[config.mk]
export PLATFORM = sky130hd
export DESIGN_NAME = fblw_regs
export DESIGN_NICKNAME = d
export VERILOG_FILES = /design/src/core/fblw_pkg.sv /design/src/core/fblw_watchdog.sv /design/src/core/fblw_regs.sv
export VERILOG_INCLUDE_DIRS = /design/src /design/src/core
export SDC_FILE = /design/constraint.sdc
export NUM_CORES = 1
export LEC_CHECK = 0
export ABC_AREA = 1
export ABC_CLOCK_PERIOD_IN_PS = 4800
export BUFFER_PORTS_ARGS = -buffer_cell sky130_fd_sc_hd__buf_2
export CAP_MARGIN = 20
export CORE_ASPECT_RATIO = 0.75
export CORE_MARGIN = 4
export CORE_UTILIZATION = 30
export DETAILED_ROUTE_END_ITERATION = 12
export GPL_TIMING_DRIVEN = 0
export PLACE_DENSITY = 0.52
export SLEW_MARGIN = 20
export SYNTH_ARGS = -nofsm -noshare
export SYNTH_HDL_FRONTEND = slang
export SYNTH_SLANG_ARGS = --single-unit
[constraint.sdc]
create_clock -name mclk -period 4.8 [get_ports mclk]
set_clock_uncertainty 0.15 [all_clocks]
set_input_delay 0.24 -clock mclk [delete_from_list [all_inputs] [get_ports mclk]]
set_output_delay 0.24 -clock mclk [all_outputs]
set_load 0.02 [all_outputs]
[src/core/fblw_consts.svh]
// constant definitions for the fieldbus link watchdog register block
`ifndef FBLW_CONSTS_SVH
`define FBLW_CONSTS_SVH

// ************************************************************
// register byte offsets
// ************************************************************
`define FBLW_OFF_CTRL 12'h000
`define FBLW_OFF_STATUS_WORD 12'h004
`define FBLW_OFF_CMD_WORD 12'h008
`define FBLW_OFF_SETPOINT 12'h00C
`define FBLW_OFF_FREQ 12'h010
`define FBLW_OFF_PWR_LO 12'h014
`define FBLW_OFF_PWR_HI 12'h018
`define FBLW_OFF_IRQ_STAT 12'h01C
`define FBLW_OFF_IRQ_MASK 12'h020
`define FBLW_OFF_LINK 12'h024

// ************************************************************
// field positions and values
// ************************************************************
`define FBLW_CTRL_ACC_LSB 0
`define FBLW_CTRL_PROTO_LSB 2
`define FBLW_ACC_RW 2'h2
`define FBLW_IRQ_TIMEOUT 0
`define FBLW_IRQ_CLOSE 1
`define FBLW_IRQ_CLEARED 2
`define FBLW_SP_MAX 16'h03FF
`define FBLW_RESET_WORD 16'h0000

// ************************************************************
// timing
// ************************************************************
`define FBLW_TIMEOUT_S 35
`define FBLW_CLK_HZ 100000000
`define FBLW_TIMEOUT_CYC (64'(`FBLW_TIMEOUT_S) * 64'(`FBLW_CLK_HZ))

`endif

[src/core/fblw_pkg.sv]
// types for the fieldbus link watchdog register block
package fblw_pkg;

  typedef enum logic [1:0] {
    FBLW_PROTO_TCP,
    FBLW_PROTO_PROFIBUS,
    FBLW_PROTO_PROFINET,
    FBLW_PROTO_UNWATCHED
  } fblw_proto_t;

  typedef enum logic [1:0] {
    FBLW_ACC_OFF,
    FBLW_ACC_RO,
    FBLW_ACC_RW_MODE,
    FBLW_ACC_RSVD
  } fblw_access_t;

  typedef enum logic [1:0] {
    FBLW_WD_IDLE,
    FBLW_WD_WATCH,
    FBLW_WD_EXPIRE
  } fblw_wd_state_t;

endpackage : fblw_pkg

[src/core/fblw_watchdog.sv]
// link watchdog counter and expiry state machine
`include "fblw_consts.svh"

module fblw_watchdog #(
  parameter logic [63:0] TIMEOUT_CYC = `FBLW_TIMEOUT_CYC
) (
  input wire logic mclk,
  input wire logic resetn,
  input wire logic enable,
  input wire logic conn_open,
  input wire logic msg_valid,
  output logic expire_timeout,
  output logic expire_close
);

  fblw_pkg::fblw_wd_state_t state_q;
  fblw_pkg::fblw_wd_state_t state_d;
  logic [63:0] cnt_q;
  logic [63:0] cnt_d;
  logic tmo_d;
  logic cls_d;

  always_comb
  begin
    state_d = state_q;
    cnt_d = cnt_q;
    tmo_d = 1'b0;
    cls_d = 1'b0;
    case (state_q)
      fblw_pkg::FBLW_WD_IDLE:
      begin
        cnt_d = 64'h0;
        if (enable && conn_open)
        begin
          state_d = fblw_pkg::FBLW_WD_WATCH;
        end
      end
      fblw_pkg::FBLW_WD_WATCH:
      begin
        // disabled watchdog
        if (!enable)
        begin
          state_d = fblw_pkg::FBLW_WD_IDLE;
        end
        // close clears
        else if (!conn_open)
        begin
          cls_d = 1'b1;
          state_d = fblw_pkg::FBLW_WD_IDLE;
        end
        // restart on message
        else if (msg_valid)
        begin
          cnt_d = 64'h0;
        end
        // gap exceeds timeout
        else if (cnt_q >= TIMEOUT_CYC - 64'h1)
        begin
          tmo_d = 1'b1;
          state_d = fblw_pkg::FBLW_WD_EXPIRE;
        end
        else
        begin
          cnt_d = cnt_q + 64'h1;
        end
      end
      fblw_pkg::FBLW_WD_EXPIRE:
      begin
        cnt_d = 64'h0;
        if (!enable)
        begin
          state_d = fblw_pkg::FBLW_WD_IDLE;
        end
        // close clears again
        else if (!conn_open)
        begin
          cls_d = 1'b1;
          state_d = fblw_pkg::FBLW_WD_IDLE;
        end
        else if (msg_valid)
        begin
          state_d = fblw_pkg::FBLW_WD_WATCH;
        end
      end
      default:
      begin
        state_d = fblw_pkg::FBLW_WD_IDLE;
      end
    endcase
  end

  always_ff @(posedge mclk or negedge resetn)
  begin
    if (!resetn)
    begin
      state_q <= fblw_pkg::FBLW_WD_IDLE;
      cnt_q <= 64'h0;
      expire_timeout <= 1'b0;
      expire_close <= 1'b0;
    end
    else
    begin
      state_q <= state_d;
      cnt_q <= cnt_d;
      expire_timeout <= tmo_d;
      expire_close <= cls_d;
    end
  end
endmodule : fblw_watchdog

[src/core/fblw_regs.sv]
// apb register bank with fieldbus link watchdog
`include "fblw_consts.svh"

// Operation
// every parameter register holds a 16-bit unsigned value
// wide values such as total power span two consecutive registers
// frequency reported as hundredths, value equals frequency times 100
// set-point zero to full scale encoded 0 to 1023
// status word gives one bit per alarm, input or feature state
// host changes one command bit by read-modify-write
// master messages at most 35 seconds apart on watched links
// timeout or closed connection clears all holding registers to zero
// modbus rtu and ethernet/ip sessions are not watched
// watchdog off while secondary port access is off
// command word zero selects analog set-point and current-limit sources
// host writes accepted only with read-and-write access; only command word and set-point writes are refused without it here
// interval counter restarts on each message, runs only while connected
module fblw_regs #(
  parameter logic [63:0] TIMEOUT_CYC = `FBLW_TIMEOUT_CYC
) (
  input wire logic mclk,
  input wire logic resetn,
  input wire logic psel,
  input wire logic penable,
  input wire logic pwrite,
  input wire logic [11:0] paddr,
  input wire logic [31:0] pwdata,
  output logic [31:0] prdata,
  output logic pready,
  output logic pslverr,
  input wire logic [15:0] status_in,
  input wire logic [15:0] freq_hundredths,
  input wire logic [31:0] total_power_sum,
  input wire logic link_open,
  input wire logic link_msg,
  output logic [15:0] cmd_word,
  output logic [15:0] setpoint,
  output logic sp_from_analog,
  output logic ilim_from_analog,
  output logic irq
);

  // ************************************************************
  // state
  // ************************************************************
  logic [3:0] ctrl_q;
  logic [3:0] ctrl_d;
  logic [15:0] cmd_q;
  logic [15:0] cmd_d;
  logic [15:0] sp_q;
  logic [15:0] sp_d;
  logic [2:0] ista_q;
  logic [2:0] ista_d;
  logic [2:0] imask_q;
  logic [2:0] imask_d;
  logic [31:0] prdata_d;
  logic pslverr_d;
  logic pready_q;
  logic pready_d;
  logic analog_d;
  logic irq_d;
  logic wd_enable;
  logic wd_tmo;
  logic wd_cls;
  logic wd_clear;
  logic wr_en;
  logic rd_en;
  logic [2:0] ev;

  fblw_pkg::fblw_access_t acc;
  fblw_pkg::fblw_proto_t proto;

  assign acc = fblw_pkg::fblw_access_t'(ctrl_q[`FBLW_CTRL_ACC_LSB +: 2]);
  assign proto = fblw_pkg::fblw_proto_t'(ctrl_q[`FBLW_CTRL_PROTO_LSB +: 2]);

  function automatic logic mapped(input logic [11:0] a);
    case (a)
      `FBLW_OFF_CTRL, `FBLW_OFF_STATUS_WORD, `FBLW_OFF_CMD_WORD, `FBLW_OFF_SETPOINT,
      `FBLW_OFF_FREQ, `FBLW_OFF_PWR_LO, `FBLW_OFF_PWR_HI, `FBLW_OFF_IRQ_STAT,
      `FBLW_OFF_IRQ_MASK, `FBLW_OFF_LINK: mapped = 1'b1;
      default: mapped = 1'b0;
    endcase
  endfunction : mapped

  function automatic logic is_holding(input logic [11:0] a);
    is_holding = (a == `FBLW_OFF_CMD_WORD) || (a == `FBLW_OFF_SETPOINT);
  endfunction : is_holding

  // ************************************************************
  // watchdog
  // ************************************************************
  // unwatched protocols skip the watchdog
  // access off disables it
  assign wd_enable = (proto != fblw_pkg::FBLW_PROTO_UNWATCHED) && (acc != fblw_pkg::FBLW_ACC_OFF);

  fblw_watchdog #(
    .TIMEOUT_CYC(TIMEOUT_CYC)
  ) u_wd (
    .mclk(mclk),
    .resetn(resetn),
    .enable(wd_enable),
    .conn_open(link_open),
    .msg_valid(link_msg),
    .expire_timeout(wd_tmo),
    .expire_close(wd_cls)
  );

  assign wd_clear = wd_tmo || wd_cls;

  // ************************************************************
  // apb access, one wait state
  // ************************************************************
  assign wr_en = psel && penable && pready_q && pwrite;
  assign rd_en = psel && penable && !pready_q && !pwrite;
  assign ev = {wd_clear, wd_cls, wd_tmo};

  always_comb
  begin
    ctrl_d = ctrl_q;
    cmd_d = cmd_q;
    sp_d = sp_q;
    imask_d = imask_q;
    ista_d = ista_q;
    prdata_d = prdata;
    pslverr_d = 1'b0;
    if (psel && penable && !pready_q)
    begin
      pslverr_d = !mapped(paddr) || (pwrite && is_holding(paddr) && acc != fblw_pkg::FBLW_ACC_RW_MODE);
    end
    if (rd_en)
    begin
      prdata_d = 32'h0;
      case (paddr)
        `FBLW_OFF_CTRL: prdata_d = {28'h0, ctrl_q};
        // one bit per state
        `FBLW_OFF_STATUS_WORD: prdata_d = {16'h0, status_in};
        // command word reads back for read-modify-write
        `FBLW_OFF_CMD_WORD: prdata_d = {16'h0, cmd_q};
        `FBLW_OFF_SETPOINT: prdata_d = {16'h0, sp_q};
        // hundredths of a hertz
        `FBLW_OFF_FREQ: prdata_d = {16'h0, freq_hundredths};
        // low word then high word
        `FBLW_OFF_PWR_LO: prdata_d = {16'h0, total_power_sum[15:0]};
        `FBLW_OFF_PWR_HI: prdata_d = {16'h0, total_power_sum[31:16]};
        `FBLW_OFF_IRQ_STAT: prdata_d = {29'h0, ista_q};
        `FBLW_OFF_IRQ_MASK: prdata_d = {29'h0, imask_q};
        `FBLW_OFF_LINK: prdata_d = {30'h0, wd_enable, link_open};
        default: prdata_d = 32'h0;
      endcase
    end
    if (wr_en && !pslverr)
    begin
      case (paddr)
        `FBLW_OFF_CTRL: ctrl_d = pwdata[3:0];
        // holding writes need read-and-write access
        // sixteen bit values
        `FBLW_OFF_CMD_WORD: cmd_d = pwdata[15:0];
        // set-point clamped to 1023 full scale
        `FBLW_OFF_SETPOINT: sp_d = (pwdata[15:0] > `FBLW_SP_MAX) ? `FBLW_SP_MAX : pwdata[15:0];
        `FBLW_OFF_IRQ_STAT: ista_d = ista_q & ~pwdata[2:0];
        `FBLW_OFF_IRQ_MASK: imask_d = pwdata[2:0];
        default: ctrl_d = ctrl_q;
      endcase
    end
    // expiry zeroes holding registers
    if (wd_clear)
    begin
      cmd_d = `FBLW_RESET_WORD;
      sp_d = `FBLW_RESET_WORD;
    end
    // events win over clear
    ista_d = ista_d | ev;
    pready_d = psel && penable && !pready_q;
    // zero command selects analog
    analog_d = (cmd_d == `FBLW_RESET_WORD);
    irq_d = |(ista_d & imask_d);
  end

  always_ff @(posedge mclk or negedge resetn)
  begin
    if (!resetn)
    begin
      ctrl_q <= 4'h0;
      cmd_q <= `FBLW_RESET_WORD;
      sp_q <= `FBLW_RESET_WORD;
      ista_q <= 3'h0;
      imask_q <= 3'h0;
      prdata <= 32'h0;
      pslverr <= 1'b0;
      pready_q <= 1'b0;
      pready <= 1'b0;
      cmd_word <= `FBLW_RESET_WORD;
      setpoint <= `FBLW_RESET_WORD;
      sp_from_analog <= 1'b1;
      ilim_from_analog <= 1'b1;
      irq <= 1'b0;
    end
    else
    begin
      ctrl_q <= ctrl_d;
      cmd_q <= cmd_d;
      sp_q <= sp_d;
      ista_q <= ista_d;
      imask_q <= imask_d;
      prdata <= prdata_d;
      pslverr <= pslverr_d;
      pready_q <= pready_d;
      pready <= pready_d;
      cmd_word <= cmd_d;
      setpoint <= sp_d;
      sp_from_analog <= analog_d;
      ilim_from_analog <= analog_d;
      irq <= irq_d;
    end
  end
endmodule : fblw_regs

# Yosys cells after proc, flatten, opt, wreduce, memory -nomap -nowiden
# Index checks and enable logic that the tools add are counted.
# word_totals
reg_bits	146
in_bits	115
wordCells	110
# classes
add_sub_neg	1
order_cmp	2
n_eq_ne	20
muxes	37
n_bitwise	4
n_reduce_logical	32
# op_table
operator	count
$mux W64	4
$pmux W16 S10	1
$pmux W64 S2	1
$mux W16	7
$add A64 B1 Y64 const B	1
$ge A64 B32 Y1 const B	1
$eq A12 B5 Y1 const B	4
$eq A12 B4 Y1 const B	2
$eq A12 B6 Y1 const B	2
$gt A16 B10 Y1 const B	1
$logic_not A16 Y1	1
$mux W2	8
$eq A12 B3 Y1 const B	1
$logic_not A12 Y1	1
$mux W3	4
$ne A4 B4 Y1 const B	3
$mux W1	11
$logic_and A1 B1 Y1	10
$reduce_or A10 Y1	1
$reduce_and A4 Y1	2
$reduce_bool A2 Y1	4
$and A3 B3 Y3	2
$ne A2 B2 Y1 const B	3
$pmux W2 S3	1
12 further kinds	20

# Logic depth before layout (Yosys ltp)
# Gate-level depths: netlist (run 1).
# logic_depth
depth_word	8
ltp_mapped	13

# Modules after synthesis
# A second synthesis (run 1) with hierarchy kept.
# unflattened
cells_unflattened	1121
area_unflattened_um2	8072.7
# modules_own_cells
mod	n_inst	cells_each	area_per_inst_um2
fblw_watchdog	1	527	4056.4
fblw_regs	1	594	4016.4

# Worst setup path before layout (run 1)
# No wires, ideal clock.
# synth_timing
path_type	register -> register
from	reg u_wd.cnt_q[0]
to	reg u_wd.cnt_q[35]
setup_ns	0.115
t_arrival_ns	1.583
setup_slack_ns	2.952
path_stages_with_launch	13
synth_period_minus_slack_ns	1.848
path_cell_list	dfrtp_1 > ha_1 > nand3_1 > nor2_1 > nand2_1 > nand2_1 > nand2_1 > nand3_2 > nand2_4 > nand3_2 > inv_2 > buf_6 > nor2_1
# synth_via
elab_chain_len	6
word_cells_on_any_way	9
# synth_rtl
item	line_no	source
from (decl)	fblw_watchdog.sv:18	logic [63:0] cnt_q;
from (signal assigned)	fblw_watchdog.sv:104	cnt_q <= cnt_d;
$add A64 B1 Y64	fblw_watchdog.sv:64	cnt_d = cnt_q + 64'h1;
$mux W64	fblw_watchdog.sv:57	else if (cnt_q >= TIMEOUT_CYC - 64'h1)
$mux W64	fblw_watchdog.sv:52	else if (msg_valid)
$mux W64	fblw_watchdog.sv:46	else if (!conn_open)
$mux W64	fblw_watchdog.sv:41	if (!enable)
$pmux W64 S2	fblw_watchdog.sv:29	case (state_q)
# Several ways; a longest one is shown, not always the timed one. The select of a mux whose other input is x is not followed.
# A chain may end at the register's enable or synchronous reset.

# Worst setup path in the final report (run 1)
# layout_timing
from	reg u_wd.expire_timeout
to	reg sp_q[1]
# layout_via
elab_chain_len	3
word_cells_on_any_way	5
# layout_rtl
item	line_no	source
from (decl)	fblw_watchdog.sv:12	output logic expire_timeout,
from (signal assigned)	fblw_watchdog.sv:105	expire_timeout <= tmo_d;
$logic_or A1 B1 Y1 *	fblw_regs.sv:108	assign wd_clear = wd_tmo || wd_cls;
$reduce_bool A2 Y1 (no line)	n/a	
$reduce_and A2 Y1 (no line)	n/a	
to (signal assigned)	fblw_regs.sv:185	sp_q <= `FBLW_RESET_WORD;
to (signal assigned)	fblw_regs.sv:202	sp_q <= sp_d;
to (decl)	fblw_regs.sv:50	logic [15:0] sp_q;
# Mark *: on every way between the ends. The rest lies on a longest branch, timed or not.

==> impl_results.html, run 1 <==
<table>
<tr><th>Metric</th><th>Value</th></tr>
<tr><th colspan="2">Clocking</th></tr>
<tr><td>Number of gates resized after CTS</td><td>0</td></tr>
<tr><td>Worst-Skew Late Latency</td><td>0.44 ns</td></tr>
<tr><td>CTS sink count</td><td>130</td></tr>
<tr><td>CTS Root Buffer Type</td><td>sky130_fd_sc_hd__clkbuf_16</td></tr>
<tr><td>CTS clock-pin slew for the worst setup and hold paths</td><td>0.07 ns</td></tr>
<tr><td>CTS tree</td><td>yes</td></tr>
<tr><td>Max Root-Sink Buffers</td><td>2</td></tr>
<tr><td>Number of setup buffers added after CTS</td><td>0</td></tr>
<tr><td>Number of levels in the clock H-tree</td><td>4</td></tr>
<tr><td>Number of clock buffers inserted by TritonCTS</td><td>17</td></tr>
<tr><th colspan="2">STA</th></tr>
<tr><td>Setup violation total in the final timing report</td><td>0</td></tr>
<tr><td>Fin crit share</td><td>49.7%</td></tr>
<tr><td>Max-slew violations</td><td>0</td></tr>
<tr><td>RSZ-0062 raised after global routing</td><td>false</td></tr>
<tr><td>Setup slack of the critical path after layout</td><td>2.41 ns</td></tr>
<tr><td>Achievable Freq</td><td>419 MHz</td></tr>
<tr><td>Worst slew slack as a fraction of its limit</td><td>between 40% and 50%</td></tr>
<tr><td>Least-Margin Pin Slew</td><td>0.858 ns</td></tr>
<tr><td>Fin. Hold Viols</td><td>0</td></tr>
<tr><td>Minimum clock period</td><td>2.39 ns</td></tr>
<tr><td>Sum of negative setup slack</td><td>0 ns</td></tr>
<tr><th colspan="2">Finish</th></tr>
<tr><td>Antenna Cells</td><td>0</td></tr>
<tr><td>Final #Nets</td><td>1483</td></tr>
<tr><td>Share of post-route cells with drive strength above 1</td><td>around 18%</td></tr>
<tr><td>Synth-to-Final Area Change</td><td>26.8%</td></tr>
<tr><th colspan="2">Synth</th></tr>
<tr><td>Mux contribution to synthesized area</td><td>0%</td></tr>
<tr><td>Fraction of the mapped netlist area in compound gates</td><td>4.26%</td></tr>
<tr><td>Top cells by area, synth</td><td>sky130_fd_sc_hd__dfrtp_1 (41%), sky130_fd_sc_hd__nand2_1 (17%), sky130_fd_sc_hd__nor2_1 (9.0%)</td></tr>
<tr><td>Xor/xnor share of the synthesized area</td><td>roughly 1.6%</td></tr>
<tr><td>List of most frequent post-synthesis cells</td><td>sky130_fd_sc_hd__nand2_1 (357), sky130_fd_sc_hd__nor2_1 (189), sky130_fd_sc_hd__inv_1 (162)</td></tr>
<tr><td>Async set-or-reset flop fraction in the synthesized netlist</td><td>100%</td></tr>
<tr><td>Number of enable-type register cells in the synthesized netlist</td><td>0</td></tr>
<tr><td>Area share of the largest cell type after synthesis</td><td>41.1%</td></tr>
<tr><td>Sequential share of the synthesized area</td><td>roughly 41%</td></tr>
<tr><td>Top FF cell, synth</td><td>sky130_fd_sc_hd__dfrtp_1</td></tr>
<tr><td>Cell with the most instances after synthesis</td><td>sky130_fd_sc_hd__nand2_1</td></tr>
<tr><td>Number of storage elements in the synthesis netlist</td><td>130</td></tr>
<tr><td>Post-synthesis simple-gate area fraction</td><td>~40%</td></tr>
<tr><td>Post-synthesis cell type count</td><td>41</td></tr>
<tr><td>Fraction of the mapped netlist area in adder cells</td><td>0.797%</td></tr>
<tr><td>Gate Count Post-Synth</td><td>1150</td></tr>
<tr><td>Synthesized area</td><td>0.00785 mm²</td></tr>
<tr><td>Synthesis Warnings</td><td>0</td></tr>
<tr><td>Largest family of logic cells by synthesized area</td><td>simple AND/OR/NAND/NOR gates</td></tr>
<tr><td>Average cell area after synthesis</td><td>between 6 and 7 µm²</td></tr>
<tr><td>Post-synth top area cell</td><td>sky130_fd_sc_hd__dfrtp_1</td></tr>
<tr><th colspan="2">Power</th></tr>
<tr><td>Total leakage power</td><td>about 5.4 nW</td></tr>
<tr><td>Peak ir drop on the vdd network</td><td>approximately 0.3 mV</td></tr>
<tr><td>Total power divided by cell area</td><td>299 mW/mm²</td></tr>
<tr><th colspan="2">Placed design</th></tr>
<tr><td>Global placer's final weighted congestion</td><td>0.917</td></tr>
<tr><td>Buffers added on ports</td><td>151</td></tr>
<tr><td>Half-perimeter wire length after detailed placement</td><td>slightly above 20 mm</td></tr>
<tr><td>Dpl ws</td><td>~2.4 ns</td></tr>
<tr><th colspan="2">Worst setup path</th></tr>
<tr><td>CP max stage delay</td><td>roughly 0.67 ns</td></tr>
<tr><td>Critical path endpoint category</td><td>flip-flop</td></tr>
<tr><td>Worst Path Required</td><td>5.01 ns</td></tr>
<tr><td>Max FO, Critical Path</td><td>10</td></tr>
<tr><td>Slowest library cell on the worst path</td><td>sky130_fd_sc_hd__nor2_1</td></tr>
<tr><td>Series of cell instances along the critical path</td><td>nor2_1 -&gt; clkbuf_1 -&gt; nand3_2 -&gt; o22ai_1</td></tr>
<tr><td>Worst Setup Start Kind</td><td>flip-flop</td></tr>
<tr><td>Crit path arrival time</td><td>approximately 2.6 ns</td></tr>
<tr><td>Startpoint-to-endpoint class of the critical path</td><td>reg2reg</td></tr>
<tr><th colspan="2">Route</th></tr>
<tr><td>Initial detailed-routing violation count</td><td>662</td></tr>
<tr><td>Number of iterations in the first detailed-routing pass</td><td>7</td></tr>
<tr><td>Total number of vias</td><td>7891</td></tr>
<tr><td>Wire per inst</td><td>15.4 µm</td></tr>
<tr><td>Count of unresolved DRC violations after routing</td><td>0</td></tr>
<tr><td>Average vias per placed instance</td><td>4.60</td></tr>
<tr><td>Post-detailed-routing wire length</td><td>roughly 26 mm</td></tr>
<tr><td>Number of nets with antenna violations after detailed routing</td><td>0</td></tr>
<tr><th colspan="2">GRT</th></tr>
<tr><td>Antenna violations before repair</td><td>0</td></tr>
<tr><td>Number of global-route vias before repair</td><td>7471</td></tr>
<tr><td>Pin count of the biggest net entering global routing</td><td>87</td></tr>
<tr><td>Leftover overflow at the end of global routing</td><td>0</td></tr>
<tr><td>Wire length of the first global-routing pass</td><td>42.4 mm</td></tr>
<tr><td>Gr usage total</td><td>18.3%</td></tr>
<tr><th colspan="2">Die</th></tr>
<tr><td>Vertical extent of the die</td><td>148 µm</td></tr>
<tr><td>Core box area</td><td>0.0253 mm²</td></tr>
<tr><td>Area of the die</td><td>0.0288 mm²</td></tr>
<tr><td>Boundary pin count</td><td>184</td></tr>
<tr><td>Die width</td><td>a little under 200 µm</td></tr>
<tr><td>Starting utilization of the core area</td><td>31.0%</td></tr>
<tr><td>Number of cell rows</td><td>50</td></tr>
<tr><th colspan="2">Run status</th></tr>
<tr><td>Status</td><td>finished clean</td></tr>
<tr><th colspan="2">Flow run</th></tr>
<tr><td>Number of maximum-capacitance constraint violations</td><td>0</td></tr>
<tr><th colspan="2">Min path</th></tr>
<tr><td>Hold Crit Class</td><td>in2reg</td></tr>
</table>
[final timing paths]
path	endpoint	cells past startpoint	slack, ns	start
max	sp_q[1]	4	2.41	u_wd.expire_timeout
min	prdata[3]	5	0.02	freq_hundredths[3]
max reg2reg	sp_q[1]	4	2.41	u_wd.expire_timeout
min reg2reg	prdata[7]	2	0.33	prdata[7]
max in group asynchronous	u_wd.cnt_q[31]	3	3.56	resetn
min in group asynchronous	prdata[1]	2	0.16	resetn
[routing by layer]
metal,routed length (µm),global-route usage [%]
met3,2000,4.44
met5,0,0
met1,12800,26.6
met4,493,5.13
met2,11100,27.4
[state kept, by name (all words and copies together), names as in the netlist, 2 cells and up]
| register | flops |
|---|---|
| cmd_q | 16 |
| ctrl_q | 4 |
| imask_q | 3 |
| ista_q | 3 |
| prdata | 16 |
| sp_q | 16 |
| u_wd.cnt_q | 64 |
| u_wd.state_q | 2 |
[critical path, delay by kind of cell (launching register included)]
kind	cells	cell delay, ns
buffers and inverters	1	0.50
flip-flops	1	0.38
AO/OA/AOI/OAI	1	0.23
AND/OR/NAND/NOR	2	1.02
[stage by stage]
stage	cells	instance area [µm²]	power, W	hold WS (ns)	utilization, %
floorplan	1165	7900	0.00148	-0.206	-
global placement	1654	9080	0.00169	0.312	35.8
global route	1714	9950	0.00313	0.0662	39.3
detailed placement	1655	9120	0.00169	0.0147	36.0
CTS	1714	9950	0.00301	0.00785	39.3
finish	1714	9950	0.00297	0.0238	39.3
[layout by cell type (no fill, tap or decap), types with 3 or more instances in the layout]
cell type / instances
sky130_fd_sc_hd__nor2_2: 6
sky130_fd_sc_hd__inv_6: 5
sky130_fd_sc_hd__o21ai_0: 35
sky130_fd_sc_hd__buf_4: 25
sky130_fd_sc_hd__nor2_1: 189
sky130_fd_sc_hd__nand2_1: 357
sky130_fd_sc_hd__o22ai_1: 10
sky130_fd_sc_hd__dlygate4sd3_1: 27
sky130_fd_sc_hd__xor2_1: 7
sky130_fd_sc_hd__buf_2: 154
sky130_fd_sc_hd__clkbuf_1: 17
sky130_fd_sc_hd__ha_1: 5
sky130_fd_sc_hd__inv_8: 5
sky130_fd_sc_hd__xnor2_1: 7
sky130_fd_sc_hd__nand3_2: 5
sky130_fd_sc_hd__nand4_1: 55
sky130_fd_sc_hd__a21oi_1: 4
sky130_fd_sc_hd__buf_6: 6
sky130_fd_sc_hd__o21bai_1: 3
sky130_fd_sc_hd__inv_1: 162
sky130_fd_sc_hd__conb_1: 16
sky130_fd_sc_hd__inv_2: 4
sky130_fd_sc_hd__nor2_4: 3
sky130_fd_sc_hd__nand3_1: 75
sky130_fd_sc_hd__clkbuf_16: 17
sky130_fd_sc_hd__nor3_1: 20
sky130_fd_sc_hd__dfrtp_1: 129
[layout make-up]
cell class	count	area (µm²)
well taps	338	423
inverters	167	628
clock buffers	17	425
plain buffers	52	339
clock inverters	15	138
repair buffers	179	1060
flip-flops and latches	130	3250
multi-input cells	816	3680
fillers	2701	15400
[power by group]
part           internal, W  total (W)  leakage, nW  switching (W)
Clock             0.000686    0.00129        0.275       0.000603
Sequential         0.00111    0.00112         1.79      0.0000140
Combinational     0.000169   0.000562         3.28       0.000392
[kinds of logic (layout without fill, tap and decap cells)]
| kind of cell | after synthesis | in the layout |
|---|---|---|
| compound gates | 59 | 59 |
| xor+xnor | 14 | 14 |
| buf+inv | 219 | 430 |
| flops | 130 | 130 |
| simple gates | 722 | 722 |
| fa+ha+maj | 5 | 5 |
| other cells | 1 | 16 |
[timing repair]
action                                  in CTS  in global routing
endpoints found under the setup margin       0                  0
hold endpoints to repair                   100                  0
hold buffers                                27                  0
Power figures use the tool's default switching activity.
==> inputs of run 2 (changes only) <==
--- a/config.mk
+++ b/config.mk
@@ -7,7 +7,7 @@
 export NUM_CORES = 1
 export LEC_CHECK = 0
 export ABC_AREA = 1
-export ABC_CLOCK_PERIOD_IN_PS = 4800
+export ABC_CLOCK_PERIOD_IN_PS = 2160
 export BUFFER_PORTS_ARGS = -buffer_cell sky130_fd_sc_hd__buf_2
 export CAP_MARGIN = 20
 export CORE_ASPECT_RATIO = 0.75
@@ -15,7 +15,7 @@
 export CORE_UTILIZATION = 30
 export DETAILED_ROUTE_END_ITERATION = 12
 export GPL_TIMING_DRIVEN = 0
-export PLACE_DENSITY = 0.52
+export PLACE_DENSITY = 0.53
 export SLEW_MARGIN = 20
 export SYNTH_ARGS = -nofsm -noshare
 export SYNTH_HDL_FRONTEND = slang
==> constraint.sdc (replaced) <==
create_clock -name mclk -period 2.16 [get_ports mclk]
set_clock_uncertainty 0.15 [all_clocks]
set_input_delay 0.108 -clock mclk [delete_from_list [all_inputs] [get_ports mclk]]
set_output_delay 0.108 -clock mclk [all_outputs]
set_load 0.02 [all_outputs]
==> impl_results.html, run 2 (synthesized netlist as in run 1, its figures left out) <==
<table>
<tr><th>Metric</th><th>Value</th></tr>
<tr><th colspan="2">Run status</th></tr>
<tr><td>Status</td><td>finished clean</td></tr>
<tr><th colspan="2">Route</th></tr>
<tr><td>Sum of met2 wire segment lengths after detailed routing</td><td>11.8 mm (+5.6%)</td></tr>
<tr><td>Count of unresolved DRC violations after routing</td><td>0 (unchanged)</td></tr>
<tr><td>Number of nets with antenna violations after detailed routing</td><td>0 (unchanged)</td></tr>
<tr><td>Max Used Layer</td><td>met4</td></tr>
<tr><td>M1 wire length</td><td>12.9 mm (+0.62%)</td></tr>
<tr><td>Total number of vias</td><td>8056 (+2.1%)</td></tr>
<tr><td>Wire per inst</td><td>15.4 µm (about the same)</td></tr>
<tr><td>Post-detailed-routing wire length</td><td>27.1 mm (+2.3%)</td></tr>
<tr><td>Number of iterations in the first detailed-routing pass</td><td>7 (unchanged)</td></tr>
<tr><td>Average vias per placed instance</td><td>4.59 (-0.24%)</td></tr>
<tr><td>Initial detailed-routing violation count</td><td>512 (-23%)</td></tr>
<tr><td>Met3 wirelength from detailed routing</td><td>2.10 mm (+4.8%)</td></tr>
<tr><th colspan="2">STA</th></tr>
<tr><td>Setup violation total in the final timing report</td><td>0 (unchanged)</td></tr>
<tr><td>Least-Margin Pin Slew</td><td>0.645 ns (-0.213 ns)</td></tr>
<tr><td>Setup slack of the critical path after layout</td><td>0.123 ns (-2.29 ns)</td></tr>
<tr><td>Fin crit share</td><td>94.3% (+45 points)</td></tr>
<tr><td>Achievable Freq</td><td>491 MHz (+17%)</td></tr>
<tr><td>Minimum clock period</td><td>2.04 ns (-0.348 ns)</td></tr>
<tr><td>Max-slew violations</td><td>0 (unchanged)</td></tr>
<tr><td>Final Hold Slack</td><td>0.00179 ns (-0.0220 ns)</td></tr>
<tr><td>Worst slew slack as a fraction of its limit</td><td>57.0% (+14 points)</td></tr>
<tr><td>Fin. Hold Viols</td><td>0 (unchanged)</td></tr>
<tr><th colspan="2">Clocking</th></tr>
<tr><td>CTS Root Buffer Type</td><td>sky130_fd_sc_hd__clkbuf_16</td></tr>
<tr><td>CTS sink count</td><td>130 (unchanged)</td></tr>
<tr><td>CTS tree</td><td>yes</td></tr>
<tr><td>Worst-Skew Late Latency</td><td>0.43 ns (about the same)</td></tr>
<tr><td>CTS clock-pin slew for the worst setup and hold paths</td><td>0.07 ns (about the same)</td></tr>
<tr><td>Max Root-Sink Buffers</td><td>2 (unchanged)</td></tr>
<tr><td>Number of levels in the clock H-tree</td><td>4 (unchanged)</td></tr>
<tr><td>Number of clock buffers inserted by TritonCTS</td><td>17 (unchanged)</td></tr>
<tr><th colspan="2">Worst setup path</th></tr>
<tr><td>Max FO, Critical Path</td><td>10 (unchanged)</td></tr>
<tr><td>Crit path arrival time</td><td>2.20 ns (-0.39 ns)</td></tr>
<tr><td>Worst Path Required</td><td>2.32 ns (-2.69 ns)</td></tr>
<tr><td>Startpoint-to-endpoint class of the critical path</td><td>reg2reg</td></tr>
<tr><td>Worst Setup Start Kind</td><td>flip-flop</td></tr>
<tr><td>Critical path endpoint category</td><td>flip-flop</td></tr>
<tr><th colspan="2">Power</th></tr>
<tr><td>Total power divided by cell area</td><td>660 mW/mm² (+120%)</td></tr>
<tr><td>Total leakage power</td><td>5.61 nW (+4.7%)</td></tr>
<tr><td>Total power after layout</td><td>0.00695 W (+130%)</td></tr>
<tr><td>Peak ir drop on the vdd network</td><td>0.552 mV (+83%)</td></tr>
<tr><th colspan="2">GRT</th></tr>
<tr><td>Number of global-route vias before repair</td><td>7845 (+5.0%)</td></tr>
<tr><td>Wire length of the first global-routing pass</td><td>42.8 mm (+1.0%)</td></tr>
<tr><td>Gr usage total</td><td>18.6% (+0.22 points)</td></tr>
<tr><td>Leftover overflow at the end of global routing</td><td>0 (unchanged)</td></tr>
<tr><td>Pin count of the biggest net entering global routing</td><td>91 (+4.6%)</td></tr>
<tr><td>Antenna violations before repair</td><td>0 (unchanged)</td></tr>
<tr><th colspan="2">Min path</th></tr>
<tr><td>Hold Crit Class</td><td>in2async</td></tr>
<tr><th colspan="2">Die</th></tr>
<tr><td>Vertical extent of the die</td><td>148 µm (unchanged)</td></tr>
<tr><td>Core box area</td><td>0.0253 mm² (unchanged)</td></tr>
<tr><td>Starting utilization of the core area</td><td>31.0% (unchanged)</td></tr>
<tr><td>Number of cell rows</td><td>50 (unchanged)</td></tr>
<tr><td>Boundary pin count</td><td>184 (unchanged)</td></tr>
<tr><td>Die width</td><td>195 µm (unchanged)</td></tr>
<tr><td>Area of the die</td><td>0.0288 mm² (unchanged)</td></tr>
<tr><th colspan="2">Finish</th></tr>
<tr><td>Total area of multi-input combinational cells</td><td>0.00377 mm² (+2.5%)</td></tr>
<tr><td>Synth-to-Final Area Change</td><td>34.2%</td></tr>
<tr><td>Final #Nets</td><td>1523 (+2.7%)</td></tr>
<tr><td>Antenna Cells</td><td>0 (unchanged)</td></tr>
<tr><td>Highest-count cells in the layout ignoring fill and taps</td><td>sky130_fd_sc_hd__nand2_1 (353), sky130_fd_sc_hd__nor2_1 (180), sky130_fd_sc_hd__inv_1 (162)</td></tr>
<tr><td>Register containing the most flip-flops in the final layout</td><td>u_wd.cnt_q</td></tr>
<tr><td>Number of fill cells in the layout</td><td>2635 (-2.4%)</td></tr>
<tr><td>FF/Latch Area</td><td>0.00326 mm² (+0.12%)</td></tr>
<tr><td>Largest register FFs</td><td>64 (unchanged)</td></tr>
<tr><td>Share of post-route cells with drive strength above 1</td><td>19.7% (+1.8 points)</td></tr>
<tr><td>Post-route design area</td><td>0.0105 mm² (+5.8%)</td></tr>
<tr><td>Commonest non-fill, non-tap cell in the layout</td><td>sky130_fd_sc_hd__nand2_1</td></tr>
<tr><th colspan="2">Placed design</th></tr>
<tr><td>Buffers added on ports</td><td>151 (unchanged)</td></tr>
<tr><td>Half-perimeter wire length after detailed placement</td><td>20.4 mm (+0.14%)</td></tr>
<tr><td>Cell area reported after detailed placement</td><td>0.00912 mm² (unchanged)</td></tr>
<tr><td>Dpl ws</td><td>-0.256 ns (-2.69 ns)</td></tr>
<tr><td>Global placer's final weighted congestion</td><td>0.958 (+4.5%)</td></tr>
<tr><th colspan="2">Flow run</th></tr>
<tr><td>Number of maximum-capacitance constraint violations</td><td>0 (unchanged)</td></tr>
</table>
run 2: changes by cell type in the layout (fill, tap and decap cells not counted), moves of 3 or more:
cell	before	now
sky130_fd_sc_hd__nor2_2	6	10
sky130_fd_sc_hd__o21ai_0	35	32
sky130_fd_sc_hd__dfrtp_2	0	3
sky130_fd_sc_hd__nor2_4	3	8
sky130_fd_sc_hd__dfrtp_1	129	126
sky130_fd_sc_hd__nand2_1	357	353
sky130_fd_sc_hd__clkbuf_1	17	7
sky130_fd_sc_hd__nor2_1	189	180
sky130_fd_sc_hd__nand2_2	1	5
sky130_fd_sc_hd__inv_8	5	2
sky130_fd_sc_hd__o21ai_1	1	4
sky130_fd_sc_hd__clkbuf_2	0	8
sky130_fd_sc_hd__dlygate4sd3_1	27	65
sky130_fd_sc_hd__buf_6	6	10
run 2: worst paths after layout:
check | startpoint | endpoint | slack [ns] | cells after the start
worst max-delay path | u_wd.cnt_q[18] | u_wd.cnt_q[52] | 0.12 | 11
worst min-delay path | resetn | sp_q[5] | 0.002 | 2
worst max register to register | u_wd.cnt_q[18] | u_wd.cnt_q[52] | 0.12 | 11
worst min register to register | prdata[15] | prdata[15] | 0.33 | 2
max in group asynchronous | resetn | u_wd.cnt_q[24] | 1.02 | 3
min in group mclk | status_in[6] | prdata[6] | 0.01 | 7
run 2: per-stage QoR:
stage | utilization (%) | setup TNS [ns] | std cells
4_1_cts | 41.2 | 0 | 1752
3_5_place_dp | 36.0 | -6.57 | 1655
6_report | 41.6 | 0 | 1754
5_1_grt | 41.6 | -0.00514 | 1754
2_1_floorplan | - | 0 | 1165
3_3_place_gp | 35.8 | -158.06 | 1654
run 2: layout make-up:
cell class	count	area share [%]
Multi-Input combinational cell	816	35.9
Sequential cell	130	30.9
Timing Repair Buffer	219	13.9
Inverter	167	5.99
Clock buffer	17	4.04
Tap cell	338	4.02
Buffer	52	3.48
Clock inverter	15	1.82
run 2: critical path: stages, from the launching register on:
cell and delay (ns):
sky130_fd_sc_hd__dfrtp_1 0.44, sky130_fd_sc_hd__nand2_1 0.15, sky130_fd_sc_hd__nor2_1 0.06, sky130_fd_sc_hd__nand2_1 0.06
sky130_fd_sc_hd__nand2_1 0.07, sky130_fd_sc_hd__a21oi_2 0.19, sky130_fd_sc_hd__nand3_2 0.14, sky130_fd_sc_hd__nand2_4 0.16
sky130_fd_sc_hd__nand3_4 0.16, sky130_fd_sc_hd__inv_4 0.13, sky130_fd_sc_hd__buf_6 0.14, sky130_fd_sc_hd__nor2_1 0.05
run 2: report_power, final:
part | switching, W | total [W] | internal, W | leakage, nW
Combinational | 0.000910 | 0.00139 | 0.000481 | 3.52
Clock | 0.00131 | 0.00307 | 0.00176 | 0.296
Sequential | 0.0000281 | 0.00249 | 0.00246 | 1.79
run 2: layer usage:
layer	vias up	GRT usage (%)
li1	4068	-
met1	3664	26.4
met2	293	28.8
met3	31	4.53
met4	0	4.22
met5	-	0
run 2: repair_timing:
action	in CTS	in global routing
pin swaps	0	2
resized for setup	12	42
hold endpoints to repair	187	0
endpoints found under the setup margin	72	82
hold buffers	65	0
cloned	0	0
setup buffers	0	2
==> inputs of run 3 (changes only) <==
--- a/config.mk
+++ b/config.mk
@@ -7,7 +7,6 @@
 export NUM_CORES = 1
 export LEC_CHECK = 0
 export ABC_AREA = 1
-export ABC_CLOCK_PERIOD_IN_PS = 2160
 export BUFFER_PORTS_ARGS = -buffer_cell sky130_fd_sc_hd__buf_2
 export CAP_MARGIN = 20
 export CORE_ASPECT_RATIO = 0.75
==> constraint.sdc (replaced) <==
create_clock -name mclk -period 2.16 [get_ports mclk]
set_clock_uncertainty 0.15 [all_clocks]
set_input_delay 0.108 -clock mclk [delete_from_list [all_inputs] [get_ports mclk]]
set_output_delay 0.108 -clock mclk [all_outputs]
set_load 0.1 [all_outputs]
==> impl_results.html, run 3 (synthesized netlist as in run 1, its figures left out) <==
<table>
<tr><th>Metric</th><th>Value</th></tr>
<tr><th colspan="2">STA</th></tr>
<tr><td>Max-slew violations</td><td>0 (unchanged)</td></tr>
<tr><td>Setup slack of the critical path after layout</td><td>0.0960 ns (-0.0265 ns)</td></tr>
<tr><td>Fin. Hold Viols</td><td>0 (unchanged)</td></tr>
<tr><td>Fin crit share</td><td>95.6% (+1.2 points)</td></tr>
<tr><td>Final Hold Slack</td><td>0.0182 ns (+0.0164 ns)</td></tr>
<tr><td>Sum of negative setup slack</td><td>0 ns (unchanged)</td></tr>
<tr><td>Achievable Freq</td><td>484 MHz (-1.3%)</td></tr>
<tr><td>Worst slew slack as a fraction of its limit</td><td>62.4% (+5.4 points)</td></tr>
<tr><td>Minimum clock period</td><td>2.06 ns (+0.0265 ns)</td></tr>
<tr><td>Setup violation total in the final timing report</td><td>0 (unchanged)</td></tr>
<tr><td>Least-Margin Pin Slew</td><td>0.564 ns (-0.0810 ns)</td></tr>
<tr><th colspan="2">Finish</th></tr>
<tr><td>Share of post-route cells with drive strength above 1</td><td>20.7% (+1.0 points)</td></tr>
<tr><td>Synth-to-Final Area Change</td><td>34.3% (about the same)</td></tr>
<tr><td>Highest-count cells in the layout ignoring fill and taps</td><td>sky130_fd_sc_hd__nand2_1 (354), sky130_fd_sc_hd__nor2_1 (179), sky130_fd_sc_hd__inv_1 (161)</td></tr>
<tr><td>Largest register FFs</td><td>64 (unchanged)</td></tr>
<tr><td>Total area of multi-input combinational cells</td><td>0.00377 mm² (unchanged)</td></tr>
<tr><td>Register containing the most flip-flops in the final layout</td><td>u_wd.cnt_q</td></tr>
<tr><td>Number of fill cells in the layout</td><td>2708 (+2.8%)</td></tr>
<tr><td>Final #Nets</td><td>1526 (+0.20%)</td></tr>
<tr><td>FF/Latch Area</td><td>0.00326 mm² (+0.19%)</td></tr>
<tr><td>Commonest non-fill, non-tap cell in the layout</td><td>sky130_fd_sc_hd__nand2_1</td></tr>
<tr><td>Antenna Cells</td><td>0 (unchanged)</td></tr>
<tr><th colspan="2">Power</th></tr>
<tr><td>Total power divided by cell area</td><td>660 mW/mm² (-0.11%)</td></tr>
<tr><td>Clock share of power</td><td>41.5% (-2.7 points)</td></tr>
<tr><td>Internal power</td><td>0.00454 W (-3.5%)</td></tr>
<tr><td>Net Sw Frac</td><td>34.7% (+2.3 points)</td></tr>
<tr><td>Peak ir drop on the vdd network</td><td>0.514 mV (-6.9%)</td></tr>
<tr><td>Net Switching</td><td>0.00241 W (+7.1%)</td></tr>
<tr><td>Total leakage power</td><td>5.63 nW (+0.40%)</td></tr>
<tr><td>Combinational group share of total power</td><td>22.7% (+2.7 points)</td></tr>
<tr><td>Share of total power in sequential cells</td><td>35.9% (about the same)</td></tr>
<tr><th colspan="2">GRT</th></tr>
<tr><td>Leftover overflow at the end of global routing</td><td>0 (unchanged)</td></tr>
<tr><td>Antenna violations before repair</td><td>0 (unchanged)</td></tr>
<tr><td>Gr usage total</td><td>18.1% (-0.40 points)</td></tr>
<tr><td>Number of global-route vias before repair</td><td>7633 (-2.7%)</td></tr>
<tr><td>Wire length of the first global-routing pass</td><td>42.0 mm (-1.9%)</td></tr>
<tr><td>Pin count of the biggest net entering global routing</td><td>68 (-25%)</td></tr>
<tr><th colspan="2">Run status</th></tr>
<tr><td>Status</td><td>finished clean</td></tr>
<tr><th colspan="2">Worst setup path</th></tr>
<tr><td>Crit path arrival time</td><td>2.23 ns (+0.03 ns)</td></tr>
<tr><td>Max FO, Critical Path</td><td>10 (unchanged)</td></tr>
<tr><td>Cells on worst reg2reg path</td><td>11 (unchanged)</td></tr>
<tr><td>Worst Setup Start Kind</td><td>flip-flop</td></tr>
<tr><td>Worst Path Required</td><td>2.32 ns (about the same)</td></tr>
<tr><td>Startpoint-to-endpoint class of the critical path</td><td>reg2reg</td></tr>
<tr><td>Critical path endpoint category</td><td>flip-flop</td></tr>
<tr><th colspan="2">Clocking</th></tr>
<tr><td>CTS tree</td><td>yes</td></tr>
<tr><td>Number of clock buffers inserted by TritonCTS</td><td>17 (unchanged)</td></tr>
<tr><td>Worst-Skew Late Latency</td><td>0.44 ns (about the same)</td></tr>
<tr><td>Number of levels in the clock H-tree</td><td>4 (unchanged)</td></tr>
<tr><td>CTS clock-pin slew for the worst setup and hold paths</td><td>0.07 ns (about the same)</td></tr>
<tr><td>Max Root-Sink Buffers</td><td>2 (unchanged)</td></tr>
<tr><td>CTS sink count</td><td>130 (unchanged)</td></tr>
<tr><td>CTS Root Buffer Type</td><td>sky130_fd_sc_hd__clkbuf_16</td></tr>
<tr><th colspan="2">Placed design</th></tr>
<tr><td>Buffers added on ports</td><td>151 (unchanged)</td></tr>
<tr><td>Global placer's final weighted congestion</td><td>0.935 (-2.4%)</td></tr>
<tr><td>Dpl ws</td><td>-0.292 ns (-0.0363 ns)</td></tr>
<tr><td>Half-perimeter wire length after detailed placement</td><td>20.2 mm (-1.2%)</td></tr>
<tr><th colspan="2">Die</th></tr>
<tr><td>Number of cell rows</td><td>50 (unchanged)</td></tr>
<tr><td>Area of the die</td><td>0.0288 mm² (unchanged)</td></tr>
<tr><td>Vertical extent of the die</td><td>148 µm (unchanged)</td></tr>
<tr><td>Boundary pin count</td><td>184 (unchanged)</td></tr>
<tr><td>Starting utilization of the core area</td><td>31.0% (unchanged)</td></tr>
<tr><td>Core box area</td><td>0.0253 mm² (unchanged)</td></tr>
<tr><td>Die width</td><td>195 µm (unchanged)</td></tr>
<tr><th colspan="2">Flow run</th></tr>
<tr><td>Number of maximum-capacitance constraint violations</td><td>0 (unchanged)</td></tr>
<tr><th colspan="2">Route</th></tr>
<tr><td>Initial detailed-routing violation count</td><td>530 (+3.5%)</td></tr>
<tr><td>Wire per inst</td><td>15.1 µm (-2.2%)</td></tr>
<tr><td>Post-detailed-routing wire length</td><td>26.5 mm (-2.0%)</td></tr>
<tr><td>Count of unresolved DRC violations after routing</td><td>0 (unchanged)</td></tr>
<tr><td>Number of iterations in the first detailed-routing pass</td><td>5 (-2)</td></tr>
<tr><td>Total number of vias</td><td>8041 (-0.19%)</td></tr>
<tr><td>Number of nets with antenna violations after detailed routing</td><td>0 (unchanged)</td></tr>
<tr><td>Average vias per placed instance</td><td>4.58 (-0.36%)</td></tr>
<tr><th colspan="2">Min path</th></tr>
<tr><td>Hold path cells</td><td>7</td></tr>
<tr><td>Hold Crit Class</td><td>in2reg</td></tr>
</table>
## run 3: cell types whose count changed in the layout (fill, tap and decap cells not counted), moves of 3 or more
cell	change
sky130_fd_sc_hd__dlygate4sd3_1	-5
sky130_fd_sc_hd__dfrtp_2	+5
sky130_fd_sc_hd__dfrtp_1	-5
sky130_fd_sc_hd__inv_8	+3
sky130_fd_sc_hd__buf_4	+6
## run 3: worst max-delay path, cell delays in order, from the launching register on
cell                      delay [ns]
sky130_fd_sc_hd__dfrtp_1        0.45
sky130_fd_sc_hd__nand2_1        0.15
sky130_fd_sc_hd__inv_1          0.09
sky130_fd_sc_hd__o21ai_0        0.17
sky130_fd_sc_hd__nand2_1        0.10
sky130_fd_sc_hd__nand2_1        0.08
sky130_fd_sc_hd__nand3_2        0.10
sky130_fd_sc_hd__nand2_4        0.16
sky130_fd_sc_hd__nand3_4        0.18
sky130_fd_sc_hd__buf_6          0.21
sky130_fd_sc_hd__nand2_1        0.06
sky130_fd_sc_hd__nand2_1        0.06
## run 3: metal layers
metal	track usage (%)	vias up	part of all wire (%)
met5	0	-	0
met4	4.29	0	1.1
met3	3.76	25	6.4
met2	28.4	248	44
met1	26.0	3693	49
li1	-	4075	-
## run 3: area by class of cell
cell class / instances / share of cell area [%]
multi-input combinational: 816 / 35.8
sequential: 130 / 31.0
timing repair buffer: 222 / 14.1
inverter: 167 / 5.98
clock buffer: 17 / 4.04
tap: 338 / 4.01
buffer: 52 / 3.56
clock inverter: 15 / 1.50
## run 3: timing repair
item,in CTS,in global routing
pin swaps,0,4
gates cloned,0,1
setup endpoints to repair,74,75
hold buffers,60,0
buffers inserted,0,9
resized for setup,10,51
endpoints found under the hold margin,187,0
## run 3: worst paths after layout
check | start | to | slack, ns
setup / recovery | u_wd.cnt_q[8] | u_wd.cnt_q[6] | 0.1
hold / removal | freq_hundredths[15] | prdata[15] | 0.02
setup reg to reg | u_wd.cnt_q[8] | u_wd.cnt_q[6] | 0.1
hold reg to reg | prdata[5] | prdata[5] | 0.33
max in group asynchronous | resetn | ilim_from_analog | 1.05
min in group asynchronous | resetn | prdata[1] | 0.06
## run 3: power groups by stage
stage	logic (W)	clock network, W	registers [W]
2_1_floorplan	0.000854	0	0.00255
4_1_cts	0.00143	0.00295	0.00249
6_report	0.00158	0.00288	0.00249
5_1_grt	0.00173	0.00307	0.00249
3_5_place_dp	0.00133	0	0.00254
3_3_place_gp	0.00132	0	0.00254
## run 3: stage by stage
step	area [µm²]	std cells	total power [W]	utilization [%]
final	10500	1757	0.00695	41.6
after global routing	10500	1757	0.00729	41.6
after CTS	10300	1747	0.00688	40.8
after detailed placement	9120	1655	0.00387	36.0
after global placement	9080	1654	0.00386	35.9
after floorplan	7910	1165	0.00341	-
